### config.mk
export PLATFORM = sky130hd
export DESIGN_NAME = pmupi_top
export DESIGN_NICKNAME = d
export VERILOG_FILES = /design/src/core/pmupi_pkg.sv /design/src/core/pmupi_top.sv
export SDC_FILE = /design/constraint.sdc
export NUM_CORES = 1
export LEC_CHECK = 0
export ABC_AREA = 1
export BUFFER_PORTS_ARGS = -buffer_cell sky130_fd_sc_hd__buf_2
export CAP_MARGIN = 40
export CELL_PAD_IN_SITES_DETAIL_PLACEMENT = 1
export CELL_PAD_IN_SITES_GLOBAL_PLACEMENT = 1
export CORE_MARGIN = 4
export CORE_UTILIZATION = 30
export DETAILED_ROUTE_END_ITERATION = 16
export PLACE_DENSITY_LB_ADDON = 0.1
export SYNTH_ARGS = -nofsm -noshare
export SYNTH_HDL_FRONTEND = slang
export SYNTH_SLANG_ARGS = --single-unit
### constraint.sdc
create_clock -name clk_i -period 1.55 [get_ports clk_i]
set_clock_uncertainty 0.05 [all_clocks]
set_input_delay 0.2325 -clock clk_i [delete_from_list [all_inputs] [get_ports clk_i]]
set_output_delay 0.2325 -clock clk_i [all_outputs]
set_load 0.05 [all_outputs]
### src/core/pmupi_pkg.sv
// constants for the power management pin interface
`default_nettype none
package pmupi_pkg;
	localparam int GPIO_W = 4;
	localparam int PIO_W = 7;
	localparam int UIO_W = 3;
	localparam int IO_W = GPIO_W + PIO_W + UIO_W;
	// field positions inside the combined io vector
	localparam int GPIO_LSB = 0;
	localparam int PIO_LSB = GPIO_W;
	localparam int UIO_LSB = GPIO_W + PIO_W;
	// indicator vector field positions
	localparam int IND_W = 6;
	localparam int IND_AC = 0;
	localparam int IND_LB = 1;
	localparam int IND_VLB = 2;
	localparam int IND_THERM = 3;
	localparam int IND_RING = 4;
	localparam int IND_EXTS = 5;
	// reset levels of the pin outputs
	localparam logic DOZE_RST = 1'b1;
	localparam logic PWRDN_RST = 1'b0;
	localparam logic SUSP_N_RST = 1'b1;
	localparam logic STBY_N_RST = 1'b1;
	localparam logic IRQ_N_RST = 1'b1;
	localparam logic [IO_W-1:0] IO_DIR_RST = 14'h0000;
	localparam logic [IO_W-1:0] IO_DAT_RST = 14'h0000;
	// suspend tick counter
	localparam int SUSP_CNT_W = 16;
	localparam logic [SUSP_CNT_W-1:0] SUSP_CNT_RST = 16'h0000;
	localparam logic [SUSP_CNT_W-1:0] SUSP_CNT_MAX = 16'hffff;
	typedef enum logic [1:0] {
		PMUPI_IRQ_IDLE = 2'b00,
		PMUPI_IRQ_REQ = 2'b01,
		PMUPI_IRQ_REL = 2'b10
	} pmupi_irq_e;
endpackage : pmupi_pkg
`default_nettype wire

### src/core/pmupi_top.sv
// power management pin interface: outputs, indicators and io pins
// Behaviour
// - doze output is high at power-on and power-good, low when dozing
// - power-down request output low at reset, high only to request it
// - active-low suspend status low while system is in suspend mode
// - active-low standby status low while system is in standby mode
// - active-low management interrupt request, high at reset
// - four general and seven programmable io pins, all inputs after reset
// - three user io pins, each bit written alone, inputs after reset
// - thermal indicator is active high
// - ring indicator activation is a wake-up event
// - suspend timing comes from the 32 kHz oscillator input
`default_nettype none
module pmupi_top (
	input wire logic clk_i,
	input wire logic rst_i,
	input wire logic ce_i,
	input wire logic doze_req_i,
	input wire logic power_down_cmd_i,
	input wire logic suspend_mode_i,
	input wire logic standby_mode_i,
	input wire logic mgmt_irq_set_i,
	input wire logic mgmt_irq_ack_n_i,
	input wire logic stop_grant_in_i,
	input wire logic suspend_clk_in_i,
	input wire logic ac_power_present_i,
	input wire logic battery_low_i,
	input wire logic battery_very_low_i,
	input wire logic thermal_alarm_i,
	input wire logic ring_wake_i,
	input wire logic external_suspend_req_i,
	input wire logic [13:0] io_dir_we_i,
	input wire logic [13:0] io_dir_i,
	input wire logic [13:0] io_dat_we_i,
	input wire logic [13:0] io_dat_i,
	input wire logic [3:0] gpio_in_i,
	input wire logic [6:0] prog_io_pins_in_i,
	input wire logic [2:0] user_io_pins_in_i,
	output logic doze_n_o,
	output logic power_down_req_o,
	output logic suspend_status_n_o,
	output logic standby_status_n_o,
	output logic mgmt_irq_req_n_o,
	output logic mgmt_irq_busy_o,
	output logic stop_grant_o,
	output logic [5:0] indicators_o,
	output logic thermal_active_o,
	output logic ring_wake_event_o,
	output logic suspend_tick_o,
	output logic [15:0] suspend_ticks_o,
	output logic [3:0] gpio_out_o,
	output logic [3:0] gpio_oe_o,
	output logic [6:0] prog_io_pins_out_o,
	output logic [6:0] prog_io_pins_oe_o,
	output logic [2:0] user_io_pins_out_o,
	output logic [2:0] user_io_pins_oe_o,
	output logic [13:0] io_rd_o
);
	localparam int SYNC_W = pmupi_pkg::IND_W + pmupi_pkg::IO_W + 3;
	// ack stages reset to the idle-high level, no false acknowledge
	localparam logic [SYNC_W-1:0] SYNC_RST = {3'b001, 20'h00000};
	logic [SYNC_W-1:0] async_in;
	logic [SYNC_W-1:0] sync1_reg;
	logic [SYNC_W-1:0] sync2_reg;
	logic [pmupi_pkg::IND_W-1:0] ind_s;
	logic [pmupi_pkg::IO_W-1:0] io_s;
	logic ack_n_s;
	logic stpg_s;
	logic sclk_s;
	logic sclk_d_reg;
	logic ring_d_reg;
	logic [pmupi_pkg::IO_W-1:0] dir_reg;
	logic [pmupi_pkg::IO_W-1:0] dat_reg;
	logic [pmupi_pkg::SUSP_CNT_W-1:0] sticks_reg;
	logic tick_reg;
	logic wake_reg;
	logic doze_n_reg;
	logic pwrdn_reg;
	logic susp_n_reg;
	logic stby_n_reg;
	pmupi_pkg::pmupi_irq_e irq_reg;
	pmupi_pkg::pmupi_irq_e irq_next;

	// two stages on every pin input
	assign async_in = {suspend_clk_in_i, stop_grant_in_i, mgmt_irq_ack_n_i,
		user_io_pins_in_i, prog_io_pins_in_i, gpio_in_i,
		external_suspend_req_i, ring_wake_i, thermal_alarm_i,
		battery_very_low_i, battery_low_i, ac_power_present_i};
	always_ff @(posedge clk_i) begin
		if (rst_i) begin
			sync1_reg <= SYNC_RST;
			sync2_reg <= SYNC_RST;
		end else if (ce_i) begin
			sync1_reg <= async_in;
			sync2_reg <= sync1_reg;
		end
	end
	assign ind_s = sync2_reg[pmupi_pkg::IND_W-1:0];
	assign io_s = sync2_reg[pmupi_pkg::IND_W +: pmupi_pkg::IO_W];
	assign ack_n_s = sync2_reg[SYNC_W-3];
	assign stpg_s = sync2_reg[SYNC_W-2];
	assign sclk_s = sync2_reg[SYNC_W-1];

	// pin output levels
	always_ff @(posedge clk_i) begin
		if (rst_i) begin
			doze_n_reg <= pmupi_pkg::DOZE_RST;
			pwrdn_reg <= pmupi_pkg::PWRDN_RST;
			susp_n_reg <= pmupi_pkg::SUSP_N_RST;
			stby_n_reg <= pmupi_pkg::STBY_N_RST;
		end else if (ce_i) begin
			doze_n_reg <= ~doze_req_i;
			pwrdn_reg <= power_down_cmd_i;
			susp_n_reg <= ~suspend_mode_i;
			stby_n_reg <= ~standby_mode_i;
		end
	end

	// management interrupt handshake
	always_comb begin
		irq_next = irq_reg;
		unique case (irq_reg)
			pmupi_pkg::PMUPI_IRQ_IDLE: begin
				if (mgmt_irq_set_i) begin
					irq_next = pmupi_pkg::PMUPI_IRQ_REQ;
				end
			end
			pmupi_pkg::PMUPI_IRQ_REQ: begin
				if (!ack_n_s) begin
					irq_next = pmupi_pkg::PMUPI_IRQ_REL;
				end
			end
			pmupi_pkg::PMUPI_IRQ_REL: begin
				if (ack_n_s) begin
					irq_next = pmupi_pkg::PMUPI_IRQ_IDLE;
				end
			end
			default: begin
				irq_next = pmupi_pkg::PMUPI_IRQ_IDLE;
			end
		endcase
	end
	always_ff @(posedge clk_i) begin
		if (rst_i) begin
			irq_reg <= pmupi_pkg::PMUPI_IRQ_IDLE;
		end else if (ce_i) begin
			irq_reg <= irq_next;
		end
	end

	// io direction and data, per-bit write
	always_ff @(posedge clk_i) begin
		if (rst_i) begin
			dir_reg <= pmupi_pkg::IO_DIR_RST;
		end else if (ce_i) begin
			dir_reg <= (dir_reg & ~io_dir_we_i) | (io_dir_i & io_dir_we_i);
		end
	end
	always_ff @(posedge clk_i) begin
		if (rst_i) begin
			dat_reg <= pmupi_pkg::IO_DAT_RST;
		end else if (ce_i) begin
			dat_reg <= (dat_reg & ~io_dat_we_i) | (io_dat_i & io_dat_we_i);
		end
	end

	// suspend timing from the slow oscillator
	always_ff @(posedge clk_i) begin
		if (rst_i) begin
			sclk_d_reg <= 1'b0;
			tick_reg <= 1'b0;
			sticks_reg <= pmupi_pkg::SUSP_CNT_RST;
		end else if (ce_i) begin
			sclk_d_reg <= sclk_s;
			tick_reg <= sclk_s & ~sclk_d_reg;
			if (!suspend_mode_i) begin
				sticks_reg <= pmupi_pkg::SUSP_CNT_RST;
			end else if (tick_reg && sticks_reg != pmupi_pkg::SUSP_CNT_MAX) begin
				sticks_reg <= sticks_reg + 16'h0001;
			end
		end
	end

	// ring wake edge
	always_ff @(posedge clk_i) begin
		if (rst_i) begin
			ring_d_reg <= 1'b0;
			wake_reg <= 1'b0;
		end else if (ce_i) begin
			ring_d_reg <= ind_s[pmupi_pkg::IND_RING];
			wake_reg <= ind_s[pmupi_pkg::IND_RING] & ~ring_d_reg;
		end
	end

	assign doze_n_o = doze_n_reg;
	assign power_down_req_o = pwrdn_reg;
	assign suspend_status_n_o = susp_n_reg;
	assign standby_status_n_o = stby_n_reg;
	assign mgmt_irq_req_n_o = (irq_reg != pmupi_pkg::PMUPI_IRQ_REQ);
	assign mgmt_irq_busy_o = (irq_reg != pmupi_pkg::PMUPI_IRQ_IDLE);
	assign stop_grant_o = stpg_s;
	assign indicators_o = ind_s;
	assign thermal_active_o = ind_s[pmupi_pkg::IND_THERM];
	assign ring_wake_event_o = wake_reg;
	assign suspend_tick_o = tick_reg;
	assign suspend_ticks_o = sticks_reg;
	assign io_rd_o = io_s;
	assign gpio_out_o = dat_reg[pmupi_pkg::GPIO_LSB +: pmupi_pkg::GPIO_W];
	assign gpio_oe_o = dir_reg[pmupi_pkg::GPIO_LSB +: pmupi_pkg::GPIO_W];
	assign prog_io_pins_out_o = dat_reg[pmupi_pkg::PIO_LSB +: pmupi_pkg::PIO_W];
	assign prog_io_pins_oe_o = dir_reg[pmupi_pkg::PIO_LSB +: pmupi_pkg::PIO_W];
	assign user_io_pins_out_o = dat_reg[pmupi_pkg::UIO_LSB +: pmupi_pkg::UIO_W];
	assign user_io_pins_oe_o = dir_reg[pmupi_pkg::UIO_LSB +: pmupi_pkg::UIO_W];

	a_doze_follow: assert property (@(posedge clk_i) disable iff (rst_i)
		ce_i |=> (doze_n_o == !$past(doze_req_i)))
		else $error("doze output does not follow request");
	a_doze_reset: assert property (@(posedge clk_i)
		rst_i |=> doze_n_o && !power_down_req_o)
		else $error("doze or power-down wrong after reset");
	a_pwrdn_cmd: assert property (@(posedge clk_i) disable iff (rst_i)
		(power_down_req_o && $past(ce_i)) |-> $past(power_down_cmd_i))
		else $error("power-down without command");
	a_susp_mode: assert property (@(posedge clk_i) disable iff (rst_i)
		(ce_i && suspend_mode_i) |=> !suspend_status_n_o)
		else $error("suspend status not asserted");
	a_stby_mode: assert property (@(posedge clk_i) disable iff (rst_i)
		(ce_i && !standby_mode_i) |=> standby_status_n_o)
		else $error("standby status asserted outside standby");
	a_irq_raise: assert property (@(posedge clk_i) disable iff (rst_i)
		(ce_i && !mgmt_irq_busy_o && mgmt_irq_set_i) |=> !mgmt_irq_req_n_o)
		else $error("interrupt request not raised");
	a_irq_ack: assert property (@(posedge clk_i) disable iff (rst_i)
		(ce_i && !mgmt_irq_req_n_o && !ack_n_s) |=> mgmt_irq_req_n_o)
		else $error("interrupt request held after acknowledge");
	a_io_reset: assert property (@(posedge clk_i)
		rst_i |=> (gpio_oe_o == 4'h0) && (prog_io_pins_oe_o == 7'h00)
			&& (user_io_pins_oe_o == 3'h0))
		else $error("io pin not input after reset");
	a_uio_alone: assert property (@(posedge clk_i) disable iff (rst_i)
		(ce_i && io_dat_we_i[pmupi_pkg::UIO_LSB] == 1'b0)
			|=> $stable(user_io_pins_out_o[0]))
		else $error("user io bit changed without its write");
	a_thermal_lat: assert property (@(posedge clk_i) disable iff (rst_i)
		(ce_i [*3]) |-> thermal_active_o == $past(thermal_alarm_i, 2))
		else $error("thermal indicator not two stages behind pin");
	a_ring_wake: assert property (@(posedge clk_i) disable iff (rst_i)
		(ring_wake_event_o && $past(ce_i)) |-> ring_d_reg && !$past(ring_d_reg))
		else $error("wake event without ring edge");
	a_susp_tick: assert property (@(posedge clk_i) disable iff (rst_i)
		(ce_i && !suspend_mode_i) |=> suspend_ticks_o == 16'h0000)
		else $error("suspend counter runs outside suspend");
endmodule : pmupi_top
`default_nettype wire

==> Yosys cells after proc, flatten, opt, wreduce, memory -nomap -nowiden <==
Cells that the tools add are included.
{ "word_totals": {"reg_bits": 100, "input_bits": 87, "out_inout_bits": 74} }
{ "op_classes": {"n_addsub": 1, "eq_ne": 8, "n_mux": 6, "n_bitwise": 15, "reduce_logical": 5} }
{ "op_table": {"columns": ["op", "count"], "rows": [
  ["14-bit AND", 4],
  ["16-bit 2-to-1 mux", 2],
  ["14-bit inverter", 2],
  ["14-bit OR", 2],
  ["16-bit by 1-bit adder with 16-bit output, second input constant", 1],
  ["16-bit != test, second input constant", 1],
  ["2-bit 2-to-1 mux", 3],
  ["2-bit != test, second input constant", 3],
  ["2-bit case mux with 3 select lines", 1],
  ["1-bit inverter", 5],
  ["2-bit by 1-bit != test with 1-bit output, second input constant", 2],
  ["4-bit AND reduction", 1],
  ["1-bit AND", 2],
  ["2-bit by 1-bit == test with 1-bit output, second input constant", 1],
  ["2-bit == test, second input constant", 1],
  ["2-bit logical NOT", 1],
  ["2-bit AND reduction", 1],
  ["2-bit nonzero test", 1],
  ["1-bit logical AND", 1]
]} }

==> Longest topological paths before layout <==
{ "logic_depth": {"ltp_word": 4, "depth_mapped": 9, "depth_no_buf": 9} }

==> Least setup slack after synthesis <==
Ideal clock, no wire load.
{ "synth_path": {"path_type": "flip-flop to flip-flop", "from": "register sticks_reg, in the netlist suspend_ticks_o[1]", "to": "register sticks_reg, in the netlist suspend_ticks_o[9]", "setup_ns": 0.114, "arrival_time_ns": 1.875, "slack_ns": -0.489, "path_stages_with_launch": 10, "cell_sequence": "dfxtp_1 > ha_1 > nand2_1 > nor2_4 > nand2_2 > o21ai_4 > nand2_4 > buf_6 > a21oi_2 > nor2_1"} }
{ "synth_between": {"elab_chain_cells": 4, "elab_cells_between_ends": 7, "classes_between": "add/sub: 1; eq/ne: 2; mux: 2; reduce/logical: 2"} }
{ "synth_lines": {"columns": ["item", "line", "rtl"], "rows": [
  ["start, declared", "pmupi_top.sv:74", "logic [pmupi_pkg::SUSP_CNT_W-1:0] sticks_reg;"],
  ["start signal, assigned", "pmupi_top.sv:172", "sticks_reg <= pmupi_pkg::SUSP_CNT_RST;"],
  ["start signal, assigned", "pmupi_top.sv:177", "sticks_reg <= pmupi_pkg::SUSP_CNT_RST;"],
  ["start signal, assigned", "pmupi_top.sv:179", "sticks_reg <= sticks_reg + 16'h0001;"],
  ["parallel branches: the longest is 4 deep, another holds 16-bit by 1-bit adder with 16-bit output", null, null]
]} }
Several ways; the timed one is not identified. The select of a mux whose other input is x is not followed.
A chain may end at the register's enable or synchronous reset.

==> Worst setup path in the final report <==
{ "layout_path": {"from": "register sticks_reg, in the netlist suspend_ticks_o[0]", "to": "register sticks_reg, in the netlist suspend_ticks_o[7]"} }
Same word-level chain as after synthesis.

==> key figures <==
Worst setup path
  • Buf/Inv on CP: 2
  • Max incr delay on CP: 360 ps
  • Cell family with most CP delay: flip-flops
  • CP Capture Type: flip-flop
  • Crit-path cells: ha_4 -> nand2_4 -> nor2_4 -> nand2_2 -> o21ai_4 -> buf_12 -> buf_8 -> nand3_1 -> a21oi_2
  • Required @ worst endpoint: 1770 ps
  • R2R depth: 9
  • Crit path max fanout: 7
  • Critical R2R Launch: suspend_ticks_o[0]$_SDFFE_PP0P_
  • Worst r2r dst: suspend_ticks_o[7]$_SDFFE_PP0P_
  • Startpoint types: flip-flop
  • Worst EP arrival: 1770 ps
  • Crit path kind: reg -> reg
  • Slowest stage cell on the critical path: dfxtp_4
  • R2R Setup Slk: 2 ps

Final layout
  • Share of layout cells above drive strength 1: 0.335
  • Area of the multi-input gates: 1980 um^2
  • Fill cell count: 1765
  • Area growth syn-to-layout: 34.5%
  • Commonest cells after routing, fill and taps aside: 159 x buf_2, 119 x nand2_1, 117 x nor2_1
  • NumNets Final: 832
  • Register area: 2030 um^2
  • Commonest non-fill, non-tap cell in the layout: buf_2
  • Antenna diodes: 0

Routing
  • WL per Instance: 14.5 um
  • Residual DRC: 0
  • Post-DRT Antenna Nets: 0
  • First-pass iteration count of the detailed router: 4
  • Vias/cell: 4.76
  • Routed Wire Length: 13400 um
  • Via Count: 4423
  • Number of DRC markers in iteration 0: 188

Floorplan
  • Row count: 43
  • Core Region: 13900 um^2
  • I/O pin cnt: 161
  • Initial Utilization: 0.306
  • Chip height: 127 um
  • Die footprint: 16100 um^2
  • Chip width: 127 um

Global routing
  • Global Route Usage Sum: 0.168
  • Initial antenna violation count: 1
  • GRT Residual Overflow: 0
  • First-pass GRT wire length: 22300 um
  • Largest net degree at the start of global routing: 72
  • Vias in the first global route: 4583

Power
  • Final Power: 5920 uW
  • Power Dens Cells: 1040 nW/um^2
  • Worst vdd ir: 0.000399 V
  • P_leak: 0.00267 uW

CTS
  • Clk sinks: 100
  • CTS tree: built
  • CTS Buffer Depth: 2
  • H-tree depth: 3
  • CTS buffer count: 9
  • CTS root buffer: clkbuf_16
  • CTS clk-pin slew, worst paths: 70 ps
  • Worst-Skew Late Latency: 350 ps

Timing
  • Least-Margin Pin Slew: 440 ps
  • Setup TNS: 0 ps
  • Final setup fails: 0
  • RSZ-0062 raised after global routing: yes
  • PnR worst setup slack: 2.03 ps
  • Final period util: 0.999
  • Final hold vios: 0
  • Slew headroom: 0.706
  • Max Clk Rate: 646 MHz
  • Min Clock Period, post-route: 1550 ps
  • Max-slew violations: 0

Synth
  • Synth Warn #: 0
  • Syn Std Cell Area: 4250 um^2
  • Synth area leader: dfxtp_1
  • Avg Cell Area, Syn: 7.16 um^2
  • Post-synth cell types: 27
  • Mapped Cells: 594
  • Ranking of synthesized cells by area: dfxtp_1 47%, nand2_1 11%, nor2_1 11%, o21ai_0 6.2%, nand3_1 6.0%
  • #FFs+latches synth: 100
  • Register area share after synthesis: 0.471
  • Share of the synthesized area in the top cell type: 0.471
  • Mapped Nets: 682

Placement
  • Final Wtd Congestion: 0.807
  • Port Buf Inserts: 160
  • DP HPWL: 9500 um
  • Worst slack, placed: 0.579 ps

Run
  • Max Cap Viol: 0

Worst hold path
  • Worst Hold Class: in -> reg
  • Worst Hold Endpoint: standby_status_n_o$_SDFFE_PP1P_
  • Min-delay src: standby_mode_i
  • Hold Crit Depth: 2

Status
  • Outcome: complete, no violations
## synthesized netlist by cell type
| library cell | n |
|---|---|
| nand2_1 | 123 |
| nor2_1 | 121 |
| dfxtp_1 | 100 |
| o21ai_0 | 53 |
| nand3_1 | 51 |
| a21oi_1 | 43 |
| inv_1 | 22 |
| buf_4 | 20 |
| clkbuf_1 | 18 |
| buf_1 | 7 |
| nand4_1 | 6 |
| buf_2 | 5 |
| nand2_2 | 3 |
| nor3b_1 | 3 |
| a21oi_2 | 2 |
| a2bb2oi_1 | 2 |
| buf_6 | 2 |
| nand3b_1 | 2 |
| nor2_2 | 2 |
| nor2_4 | 2 |
| clkinv_1 | 1 |
| ha_1 | 1 |
| inv_2 | 1 |
| nand2_4 | 1 |
| nor3_1 | 1 |
| o21ai_4 | 1 |
| xor2_1 | 1 |
## per-stage QoR
| step | hold WS, ps | cells | instance area (um^2) | utilization |
|---|---|---|---|---|
| finish | 16.8 | 929 | 5720 | 0.412 |
| global route | 20.6 | 929 | 5720 | 0.412 |
| CTS | 1.52 | 928 | 5670 | 0.408 |
| detailed placement | 376 | 903 | 5250 | 0.378 |
| global placement | 364 | 903 | 5250 | 0.378 |
| floorplan | 283 | 594 | 4300 | - |
## worst max-delay path by stage
stage,from,endpoint,slack [ps],cells past startpoint
global route,suspend_ticks_o[1]$_SDFFE_PP0P_,suspend_ticks_o[9]$_SDFFE_PP0P_,-70,8
finish,suspend_ticks_o[0]$_SDFFE_PP0P_,suspend_ticks_o[7]$_SDFFE_PP0P_,2,9
global placement,suspend_ticks_o[5]$_SDFFE_PP0P_,suspend_ticks_o[15]$_SDFFE_PP0P_,60,7
floorplan,suspend_ticks_o[1]$_SDFFE_PP0P_,suspend_ticks_o[9]$_SDFFE_PP0P_,-90,9
detailed placement,suspend_ticks_o[1]$_SDFFE_PP0P_,suspend_ticks_o[2]$_SDFFE_PP0P_,0.6,8
CTS,suspend_ticks_o[0]$_SDFFE_PP0P_,suspend_ticks_o[1]$_SDFFE_PP0P_,-4,10
## layout make-up
cell class                 instances  share of cell area
sequential                       100               0.355
multi-input combinational        420               0.346
timing repair buffer             189               0.196
clock buffer                      10              0.0400
tap                              180              0.0394
inverter                          24              0.0158
clock inverter                     6             0.00810
## logic make-up after synthesis
| kind of cell | after synthesis | synth area share |
|---|---|---|
| flip-flops | 100 | 0.471 |
| adder cells (fa/ha/maj) | 1 | 0.00294 |
| XOR/XNOR | 1 | 0.00206 |
| AND/OR/NAND/NOR | 315 | 0.309 |
| AO/OA/AOI/OAI | 101 | 0.125 |
| buffers and inverters | 76 | 0.0897 |
## per-layer routing
layer	GRT usage	up-vias	routed length, um
met5	0	-	20
met4	0.0694	2	298
met3	0.0527	23	942
met2	0.274	113	6580
met1	0.205	2083	5600
li1	-	2202	-
## power by group
part | internal, uW | switching [uW]
Clock | 1100 | 1050
Sequential | 2700 | 67.9
Combinational | 304 | 696
Total | 4110 | 1810
## what timing repair did
action                                  4_1_cts  5_1_grt
endpoints found under the setup margin        6       17
hold endpoints to repair                      1        0
gates cloned                                  3        0
buffers inserted                              5        1
pin swaps                                    11        6
hold buffers                                  1        0
resized for setup                             6       15
No activity file was read; power rests on OpenSTA's default activity.
